==> src/tlf_map.svh <==
//
// Contract
// - Eight-bit thermal assertion limit, each count one 22.76 ms step.
// - Assertion time beyond the limit sets bit 5 of interrupt status 0x42.
// - Limit zero raises the interrupt at once on thermal assertion.
// - Per fan two-bit code picks one to four tach pulses; default two.
// - Fan one bits 1:0 up to fan four bits 7:6; reset 0x55.
// - Alert-on-aux bit set turns the shared 2.5 V pin into alert output.
// - Thermal pin select gives the 5 V pin the thermal input function.
// - Bits 3:2 of config register 4 pick the 2-wire fan threshold.
// - Limit and config register 4 reset to zero.
// - Assertion sets a read-cleared flag; past 45.52 ms it is timer LSB.
// - Thermal monitoring only while thermal enable bit 1 of config 3 set.
`ifndef TLF_MAP_SVH
`define TLF_MAP_SVH

// ****************************************
// Register indices (byte address is 4x)
// ****************************************
`define TLF_IDX_INT_STAT 8'h42
`define TLF_IDX_CFG3 8'h78
`define TLF_IDX_THERM_STAT 8'h79
`define TLF_IDX_LIMIT 8'h7a
`define TLF_IDX_PULSE 8'h7b
`define TLF_IDX_PIN_CFG 8'h7d
`define TLF_IDX_TEST1 8'h7e
`define TLF_IDX_TEST2 8'h7f
`define TLF_IDX_INT_MASK 8'h81

// ****************************************
// Reset values
// ****************************************
`define TLF_RST_LIMIT 8'h00
`define TLF_RST_PULSE 8'h55
`define TLF_RST_PIN_CFG 8'h00
`define TLF_RST_CFG3 8'h00
`define TLF_RST_MASK 8'h00
`define TLF_RST_TEST 8'h00
`define TLF_RST_INT 8'h00

// ****************************************
// Field positions
// ****************************************
`define TLF_BIT_THERM_EVT 5
`define TLF_BIT_ALERT_AUX 0
`define TLF_BIT_THERM_SEL 1
`define TLF_BIT_THERM_EN 1
`define TLF_BIT_BOOST 2
`define TLF_THR_HI 3
`define TLF_THR_LO 2
`define TLF_BIT_ASRT 0

// ****************************************
// Timing
// ****************************************
`define TLF_TICK_US 22760
`define TLF_CLK_NS 50
`define TLF_TICK_CYCLES ((`TLF_TICK_US * 1000) / `TLF_CLK_NS)
`define TLF_TMR_VISIBLE 8'h02
`define TLF_ADDR_W 12

`endif

==> src/tlf_pkg.sv <==
`default_nettype none
package tlf_pkg;

  // Tach pulse counts, one code per fan
  typedef struct packed {
    logic [1:0] fan_four_pulse_count;
    logic [1:0] fan_three_pulse_count;
    logic [1:0] fan_two_pulse_count;
    logic [1:0] fan_one_pulse_count;
  } tlf_pulse_s;

  // Control view handed to the fan and pin logic
  typedef struct packed {
    tlf_pulse_s pulses;
    logic [1:0] two_wire_threshold;
    logic thermal_pin_select;
    logic full_speed;
  } tlf_ctl_s;

endpackage
`default_nettype wire

==> src/tlf_sync.sv <==
`timescale 1ns/1ps
`default_nettype none
module tlf_sync (
  input wire logic clk_i,
  input wire logic rst_i,
  input wire logic async_i,
  output logic sync_o
);
  logic meta_reg;

  // Two stages; reset value is the idle (high) pin level
  always_ff @(posedge clk_i) begin
    if (rst_i) begin
      meta_reg <= 1'b1;
      sync_o <= 1'b1;
    end else begin
      meta_reg <= async_i;
      sync_o <= meta_reg;
    end
  end
endmodule
`default_nettype wire

==> src/tlf_top.sv <==
// Register access over APB is this design's own decision.
`timescale 1ns/1ps
`default_nettype none
`include "tlf_map.svh"
module tlf_top #(
  parameter int unsigned TICK_CYCLES = `TLF_TICK_CYCLES
) (
  input wire logic clk_i,
  input wire logic rst_i,
  input wire logic psel_i,
  input wire logic penable_i,
  input wire logic pwrite_i,
  input wire logic [`TLF_ADDR_W-1:0] paddr_i,
  input wire logic [31:0] pwdata_i,
  input wire logic [3:0] pstrb_i,
  output logic [31:0] prdata_o,
  output logic pready_o,
  output logic pslverr_o,
  input wire logic therm_n_i,
  input wire logic aux_pin_i,
  output logic aux_pin_o,
  output logic aux_pin_oe_o,
  output logic aux_meas_en_o,
  output tlf_pkg::tlf_ctl_s ctl_o,
  output logic irq_o
);
  import tlf_pkg::*;

  // ****************************************
  // Declarations
  // ****************************************
  logic [7:0] limit_reg;
  logic [7:0] pulse_reg;
  logic [7:0] pin_cfg_reg;
  logic [7:0] cfg3_reg;
  logic [7:0] mask_reg;
  logic [7:0] int_stat_reg;
  logic [7:0] tmr_reg;
  logic asrt_reg;
  logic [31:0] tick_reg;
  logic tmr_upd_reg;
  logic therm_sync;
  logic therm_act;
  logic therm_act_d_reg;
  logic therm_rise;
  logic tick_done;
  logic apb_done;
  logic apb_wr;
  logic apb_rd;
  logic [7:0] rd_data;
  logic rd_mapped;
  logic [7:0] therm_view;
  logic [7:0] int_set;
  logic aux_unused;

  // ****************************************
  // Helpers
  // ****************************************
  // Word-aligned hit on a register index
  function automatic logic addr_hit(input logic [`TLF_ADDR_W-1:0] a,
                                    input logic [7:0] idx);
    addr_hit = (a == {2'b00, idx, 2'b00});
  endfunction

  // Write of lane 0 to one register
  function automatic logic wr_hit(input logic wr,
                                  input logic [`TLF_ADDR_W-1:0] a,
                                  input logic [7:0] idx,
                                  input logic lane);
    wr_hit = wr & lane & addr_hit(a, idx);
  endfunction

  // ****************************************
  // APB slave handshake
  // ****************************************
  // One wait state keeps read data a registered copy
  always_ff @(posedge clk_i) begin
    if (rst_i) begin
      pready_o <= 1'b0;
    end else begin
      pready_o <= psel_i & penable_i & ~pready_o;
    end
  end

  assign apb_done = psel_i & penable_i & pready_o;
  assign apb_wr = apb_done & pwrite_i;
  assign apb_rd = apb_done & ~pwrite_i;

  // Read multiplexer; test registers stay at zero
  always_comb begin
    rd_data = 8'h00;
    rd_mapped = 1'b1;
    if (addr_hit(paddr_i, `TLF_IDX_LIMIT)) begin
      rd_data = limit_reg;
    end else if (addr_hit(paddr_i, `TLF_IDX_PULSE)) begin
      rd_data = pulse_reg;
    end else if (addr_hit(paddr_i, `TLF_IDX_PIN_CFG)) begin
      rd_data = pin_cfg_reg;
    end else if (addr_hit(paddr_i, `TLF_IDX_CFG3)) begin
      rd_data = cfg3_reg;
    end else if (addr_hit(paddr_i, `TLF_IDX_THERM_STAT)) begin
      rd_data = therm_view;
    end else if (addr_hit(paddr_i, `TLF_IDX_INT_STAT)) begin
      rd_data = int_stat_reg;
    end else if (addr_hit(paddr_i, `TLF_IDX_INT_MASK)) begin
      rd_data = mask_reg;
    end else if (addr_hit(paddr_i, `TLF_IDX_TEST1) ||
                 addr_hit(paddr_i, `TLF_IDX_TEST2)) begin
      rd_data = `TLF_RST_TEST;
    end else begin
      rd_mapped = 1'b0;
    end
  end

  // Data and error land together with pready
  always_ff @(posedge clk_i) begin
    if (rst_i) begin
      prdata_o <= 32'h0000_0000;
      pslverr_o <= 1'b0;
    end else if (psel_i & penable_i & ~pready_o) begin
      prdata_o <= pwrite_i ? 32'h0000_0000 : {24'h00_0000, rd_data};
      pslverr_o <= ~rd_mapped;
    end else begin
      pslverr_o <= 1'b0;
    end
  end

  // ****************************************
  // Configuration registers
  // ****************************************
  // Limit register
  always_ff @(posedge clk_i) begin
    if (rst_i) begin
      limit_reg <= `TLF_RST_LIMIT;
    end else if (wr_hit(apb_wr, paddr_i, `TLF_IDX_LIMIT, pstrb_i[0])) begin
      limit_reg <= pwdata_i[7:0];
    end
  end

  // Pulse count selection, two bits per fan
  always_ff @(posedge clk_i) begin
    if (rst_i) begin
      pulse_reg <= `TLF_RST_PULSE;
    end else if (wr_hit(apb_wr, paddr_i, `TLF_IDX_PULSE, pstrb_i[0])) begin
      pulse_reg <= pwdata_i[7:0];
    end
  end

  // Pin function config; upper nibble unused, reads zero
  always_ff @(posedge clk_i) begin
    if (rst_i) begin
      pin_cfg_reg <= `TLF_RST_PIN_CFG;
    end else if (wr_hit(apb_wr, paddr_i, `TLF_IDX_PIN_CFG, pstrb_i[0])) begin
      pin_cfg_reg <= {4'h0, pwdata_i[3:0]};
    end
  end

  // Config register 3 and the interrupt mask
  always_ff @(posedge clk_i) begin
    if (rst_i) begin
      cfg3_reg <= `TLF_RST_CFG3;
      mask_reg <= `TLF_RST_MASK;
    end else begin
      if (wr_hit(apb_wr, paddr_i, `TLF_IDX_CFG3, pstrb_i[0])) begin
        cfg3_reg <= pwdata_i[7:0];
      end
      if (wr_hit(apb_wr, paddr_i, `TLF_IDX_INT_MASK, pstrb_i[0])) begin
        mask_reg <= pwdata_i[7:0];
      end
    end
  end

  // ****************************************
  // Thermal input and timer
  // ****************************************
  tlf_sync u_therm_sync (
    .clk_i(clk_i),
    .rst_i(rst_i),
    .async_i(therm_n_i),
    .sync_o(therm_sync)
  );

  // Active only with both the pin function and the enable bit
  assign therm_act = ~therm_sync & cfg3_reg[`TLF_BIT_THERM_EN] &
                     pin_cfg_reg[`TLF_BIT_THERM_SEL];
  assign therm_rise = therm_act & ~therm_act_d_reg;
  assign tick_done = therm_act && (tick_reg == TICK_CYCLES - 1);

  // Edge history of the gated thermal level
  always_ff @(posedge clk_i) begin
    if (rst_i) begin
      therm_act_d_reg <= 1'b0;
    end else begin
      therm_act_d_reg <= therm_act;
    end
  end

  // Step counter; partial steps are dropped on release
  always_ff @(posedge clk_i) begin
    if (rst_i || !therm_act || tick_done) begin
      tick_reg <= 32'h0000_0000;
    end else begin
      tick_reg <= tick_reg + 32'h0000_0001;
    end
  end

  // Accumulated time, saturating; a read clears, a new step wins
  always_ff @(posedge clk_i) begin
    if (rst_i) begin
      tmr_reg <= 8'h00;
      tmr_upd_reg <= 1'b0;
    end else begin
      tmr_upd_reg <= tick_done;
      if (apb_rd && addr_hit(paddr_i, `TLF_IDX_THERM_STAT)) begin
        tmr_reg <= tick_done ? 8'h01 : 8'h00;
      end else if (tick_done && tmr_reg != 8'hff) begin
        tmr_reg <= tmr_reg + 8'h01;
      end
    end
  end

  // Assertion flag, cleared on read unless a new assertion lands
  always_ff @(posedge clk_i) begin
    if (rst_i) begin
      asrt_reg <= 1'b0;
    end else if (therm_rise) begin
      asrt_reg <= 1'b1;
    end else if (apb_rd && addr_hit(paddr_i, `TLF_IDX_THERM_STAT)) begin
      asrt_reg <= 1'b0;
    end
  end

  // Flag alone below two steps, full timer afterwards
  assign therm_view = (tmr_reg >= `TLF_TMR_VISIBLE) ? tmr_reg :
                      {7'h00, asrt_reg};

  // ****************************************
  // Interrupt status and output
  // ****************************************
  // Zero limit fires on assertion, else on first timer excess
  always_comb begin
    int_set = 8'h00;
    int_set[`TLF_BIT_THERM_EVT] =
      (therm_rise && limit_reg == 8'h00) ||
      (tmr_upd_reg && limit_reg != 8'h00 && tmr_reg > limit_reg);
  end

  // Sticky bits; a set in the clearing read's cycle survives
  always_ff @(posedge clk_i) begin
    if (rst_i) begin
      int_stat_reg <= `TLF_RST_INT;
    end else if (apb_rd && addr_hit(paddr_i, `TLF_IDX_INT_STAT)) begin
      int_stat_reg <= int_set;
    end else begin
      int_stat_reg <= int_stat_reg | int_set;
    end
  end

  // Mask bit high hides the matching status bit
  always_ff @(posedge clk_i) begin
    if (rst_i) begin
      irq_o <= 1'b0;
    end else begin
      irq_o <= |(int_stat_reg & ~mask_reg);
    end
  end

  // ****************************************
  // Pin functions and control view
  // ****************************************
  // Aux pin: alert output (low while pending) or measurement input
  always_ff @(posedge clk_i) begin
    if (rst_i) begin
      aux_pin_oe_o <= 1'b0;
      aux_pin_o <= 1'b1;
      aux_meas_en_o <= 1'b1;
    end else begin
      aux_pin_oe_o <= pin_cfg_reg[`TLF_BIT_ALERT_AUX];
      aux_pin_o <= ~(|(int_stat_reg & ~mask_reg));
      aux_meas_en_o <= ~pin_cfg_reg[`TLF_BIT_ALERT_AUX];
    end
  end

  // Measurement path reads the aux pin elsewhere
  assign aux_unused = aux_pin_i;

  // Registered control copy for fan and pin logic
  always_ff @(posedge clk_i) begin
    if (rst_i) begin
      ctl_o <= '0;
    end else begin
      ctl_o.pulses <= tlf_pulse_s'(pulse_reg);
      ctl_o.two_wire_threshold <=
        pin_cfg_reg[`TLF_THR_HI:`TLF_THR_LO];
      ctl_o.thermal_pin_select <= pin_cfg_reg[`TLF_BIT_THERM_SEL];
      ctl_o.full_speed <= therm_act & cfg3_reg[`TLF_BIT_BOOST];
    end
  end

  // ****************************************
  // Assertions
  // ****************************************
  zero_limit_a: assert property (@(posedge clk_i) disable iff (rst_i)
    therm_rise && limit_reg == 8'h00 |=> int_stat_reg[5])
    else $error("zero limit did not raise thermal interrupt");

  exceed_set_a: assert property (@(posedge clk_i) disable iff (rst_i)
    tick_done && limit_reg != 8'h00 && tmr_reg >= limit_reg &&
    tmr_reg != 8'hff && !(apb_rd && addr_hit(paddr_i, `TLF_IDX_THERM_STAT))
    |=> ##1 int_stat_reg[5])
    else $error("timer excess did not set thermal interrupt");

  no_early_a: assert property (@(posedge clk_i) disable iff (rst_i)
    tmr_upd_reg && limit_reg != 8'h00 && tmr_reg <= limit_reg &&
    !therm_rise && !int_stat_reg[5] |=> !int_stat_reg[5])
    else $error("thermal interrupt set before limit passed");

  reset_vals_a: assert property (@(posedge clk_i)
    rst_i |=> limit_reg == 8'h00 && pin_cfg_reg == 8'h00)
    else $error("limit or pin config not zero after reset");

  pulse_reset_a: assert property (@(posedge clk_i)
    rst_i ##1 !rst_i |=> ctl_o.pulses.fan_two_pulse_count == 2'b01 &&
    ctl_o.pulses == 8'h55)
    else $error("pulse count default wrong");

  aux_oe_a: assert property (@(posedge clk_i) disable iff (rst_i)
    wr_hit(apb_wr, paddr_i, `TLF_IDX_PIN_CFG, pstrb_i[0]) ##1 1'b1
    |=> aux_pin_oe_o == $past(pwdata_i[0], 2) &&
    aux_meas_en_o != aux_pin_oe_o)
    else $error("aux pin function not following config");

  therm_gate_a: assert property (@(posedge clk_i) disable iff (rst_i)
    !(cfg3_reg[1] && pin_cfg_reg[1]) |=> ##1 !ctl_o.full_speed &&
    !$rose(asrt_reg))
    else $error("thermal monitoring active while disabled");

  asrt_flag_a: assert property (@(posedge clk_i) disable iff (rst_i)
    therm_rise |=> asrt_reg && therm_view[0])
    else $error("assertion flag not set");

  timer_view_a: assert property (@(posedge clk_i) disable iff (rst_i)
    tmr_reg < 8'h02 |-> therm_view[7:1] == 7'h00)
    else $error("timer bits visible before two steps");

  threshold_a: assert property (@(posedge clk_i) disable iff (rst_i)
    ctl_o.two_wire_threshold == $past(pin_cfg_reg[3:2]))
    else $error("threshold field not forwarded");

  tick_bound_a: assert property (@(posedge clk_i) disable iff (rst_i)
    tick_reg < TICK_CYCLES and (tick_done |=> tmr_upd_reg))
    else $error("step counter out of range");

  apb_wait_a: assert property (@(posedge clk_i) disable iff (rst_i)
    psel_i && penable_i && !pready_o |=> pready_o ##1 !pready_o)
    else $error("slave answer not one wait state");

  irq_level_a: assert property (@(posedge clk_i) disable iff (rst_i)
    int_stat_reg[5] && !mask_reg[5] |=> irq_o)
    else $error("unmasked status did not raise irq");

  zero_fire_c: cover property (@(posedge clk_i) disable iff (rst_i)
    therm_rise && limit_reg == 8'h00);
  exceed_c: cover property (@(posedge clk_i) disable iff (rst_i)
    $rose(int_stat_reg[5]) && limit_reg != 8'h00);
  irq_c: cover property (@(posedge clk_i) disable iff (rst_i) $rose(irq_o));
  unmapped_c: cover property (@(posedge clk_i) disable iff (rst_i)
    pslverr_o && pready_o);

endmodule
`default_nettype wire

==> config.mk <==
export PLATFORM = sky130hd
export DESIGN_NAME = tlf_top
export DESIGN_NICKNAME = d
export VERILOG_FILES = /design/src/tlf_pkg.sv /design/src/tlf_sync.sv /design/src/tlf_top.sv
export VERILOG_INCLUDE_DIRS = /design/src
export SDC_FILE = /design/constraint.sdc
export NUM_CORES = 1
export LEC_CHECK = 0
export BUFFER_PORTS_ARGS = -buffer_cell sky130_fd_sc_hd__buf_2
export CAP_MARGIN = 10
export CORE_AREA = 2 2 133 135
export DETAILED_ROUTE_END_ITERATION = 12
export DIE_AREA = 0 0 135 137
export PLACE_DENSITY = 0.54
export SLEW_MARGIN = 20
export SYNTH_ARGS = -nofsm -noshare
export SYNTH_HDL_FRONTEND = slang
export SYNTH_SLANG_ARGS = --single-unit
==> constraint.sdc <==
create_clock -name clk_i -period 6 [get_ports clk_i]
set_clock_uncertainty 0.15 [all_clocks]
set_input_delay 1.2 -clock clk_i [delete_from_list [all_inputs] [get_ports clk_i]]
set_output_delay 1.2 -clock clk_i [all_outputs]
set_load 0.03 [all_outputs]
==> run summary <==
Post-synth ARST share: 0
Pre-antenna DRT Iters: 5
Yosys top cell by area: dfxtp_1
Overall Global Routing Usage: 0.145
Resized cells post-CTS: 0
Avg Synthesized Cell Area: 8.59 µm²
RSZ-0062 raised after global routing: no
Final hold violations: 0
Max-cap violations: 0
Wire per inst: 15.2 µm
Crit path required time: 6.08 ns
Startpoint Class: primary input
Max-slew headroom: 0.321
Area growth, synth to finish: 13.7%
Ys Warns: 0
# Post-CTS Setup Buffers: 0
Crit path kind: in -> reg
H-tree depth: 3
Initial antenna violation count: 0
Top-count cell post-synth: dfxtp_1
Sequential cell area fraction in the yosys report: 0.427
Crit Path Max Fanout: 12
Synth cell count leaders: dfxtp_1, nor2_1, nand2_1
CTS tree: done
Fill count: 1,840
Die Area: 18,500 µm²
Tmin final: 3.47 ns
Ant. Diodes: 0
Final worst-path cycle share: 0.578
Latest clock arrival within the worst-skew pair: 0.35 ns
Aggregate routed wire length: 13,100 µm
Post-synth EDFFs: 0
Post-cts hold buffer count: 0
Max FFs per register: 32
Share of cells above drive strength 1: 0.129
Post-synth top flop: dfxtp_1
Fmax: 289 MHz
FP Rows: 48
Beginning of the worst register-to-register path: tick_reg[0]
Core footprint: 17,100 µm²
Initial DRC count: 237
Fin Setup TNS: 0 ns
Slew @ Worst Pin: 1.02 ns
Leakage: 0.00224 µW
CP cell instances: buf_2, nor4b_2, and4_1, nand4b_1, a211o_1
Pwr/cell area: 240 nW/µm²
CP delay by family, top: simple AND/OR/NAND/NOR gates
Buffer depth of the longest clock path: 2
Post-route ant nets: 0
Largest net degree at the start of global routing: 65
Cells on worst reg2reg path: 5
Slowest cell delay on critical path: 0.84 ns
Root buffer cell: clkbuf_16
Vias/cell: 4.94
HPWL after DPL: 9590 µm
Chip height: 137 µm
Starting Density: 0.297
Routability cong.: 0.861
IO buf count: 52
CTS buffer count: 9
Vias in the first global route: 4,144
CTS clk-pin slew, worst paths: 0.07 ns
Crit-path slowest cell: nor4b_2
Final #Nets: 699
Via count: 4,262
Worst Hold End: u_therm_sync.sync_o
I/O pin cnt: 105
Status: complete, no violations
Post-synth top area share: 0.427
Worst path bufs/invs: 1
Hold Crit Class: reg -> reg
R2R setup slack: 2.99 ns
Post-synthesis cell count: 589
Final setup viols: 0
First-pass GRT wire length: 20,900 µm
DRC: 0
DIE WIDTH: 135 µm
Crit path from: paddr_i[9]
Hold path cells: 1
CP Capture Type: register
Cell variety after synth: 49
Peak supply drop: 0.000145 V
Yosys reg bits: 108
Reg2reg end: tick_reg[3]
Cell Area, Synth: 5060 µm²
Area contributors post-synth: dfxtp_1, nor2_1, mux2i_1
GRT Residual Overflow: 0
Worst Path Arrival: 3.55 ns
Hold_sp: u_therm_sync.meta_reg
TritonCTS Sinks: 108
Final Max Slew Viols: 0
Hold slack: 0.268 ns
-- logic make-up after synthesis --
family | Yosys count | share of synthesized area
mux | 29 | 0.0583
xor+xnor | 30 | 0.0519
flops | 108 | 0.427
compound gates | 78 | 0.0962
fa+ha+maj | 11 | 0.0272
other cells | 1 | 0.000741
simple gates | 267 | 0.272
buf+inv | 65 | 0.0665
-- area by class of cell --
| class | count | area, µm² | share of cell area |
|---|---|---|---|
| multi-input cells | 439 | 2660 | 0.461 |
| flip-flops and latches | 108 | 2160 | 0.376 |
| repair buffers | 57 | 298 | 0.0517 |
| well taps | 225 | 282 | 0.0489 |
| clock buffers | 10 | 239 | 0.0415 |
| inverters | 18 | 67.6 | 0.0117 |
| clock inverters | 5 | 52.6 | 0.00913 |
-- power breakdown --
group | total (µW) | switching [µW] | internal [µW]
clock network | 588 | 258 | 331
registers | 720 | 0.794 | 719
logic | 71.3 | 55.6 | 15.8
-- layer usage --
layer,GRT usage,vias up,share of wire
met2,0.245,128,0.47
met1,0.174,2005,0.43
met3,0.0400,27,0.060
met5,0,-,0
li1,-,2102,-
met4,0.0625,0,0.036
-- worst max path at each step --
stage / cells after the start / slack [ns] / end
final: 5 / 2.53 / pulse_reg[0]
after global routing: 5 / 2.48 / pulse_reg[0]
after CTS: 5 / 2.57 / pulse_reg[0]
after detailed placement: 5 / 2.20 / pulse_reg[0]
after global placement: 5 / 2.23 / pulse_reg[0]
after floorplan: 7 / 3.12 / cfg3_reg[7]
-- through the flow --
stage | util | setup WS [ns] | instance area, µm² | power [µW] | std cells
after global placement | 0.320 | 2.23 | 5460 | 807 | 847
after global routing | 0.337 | 2.48 | 5760 | 1440 | 862
after CTS | 0.337 | 2.57 | 5760 | 1400 | 862
after detailed placement | 0.320 | 2.20 | 5460 | 807 | 847
final | 0.337 | 2.53 | 5760 | 1380 | 862
after floorplan | - | 3.12 | 5150 | 793 | 612
-- cells in the final DEF, fill, tap and decap left out, types with 18 or more instances in the layout --
master,n
xor2_1,24
inv_1,18
a21oi_1,28
o21ai_0,20
dfxtp_1,108
conb_1,24
mux2i_1,25
nand3_1,30
nand4_1,21
nand2_1,44
buf_2,52
nor2_1,83
Power figures use the tool's default switching activity.
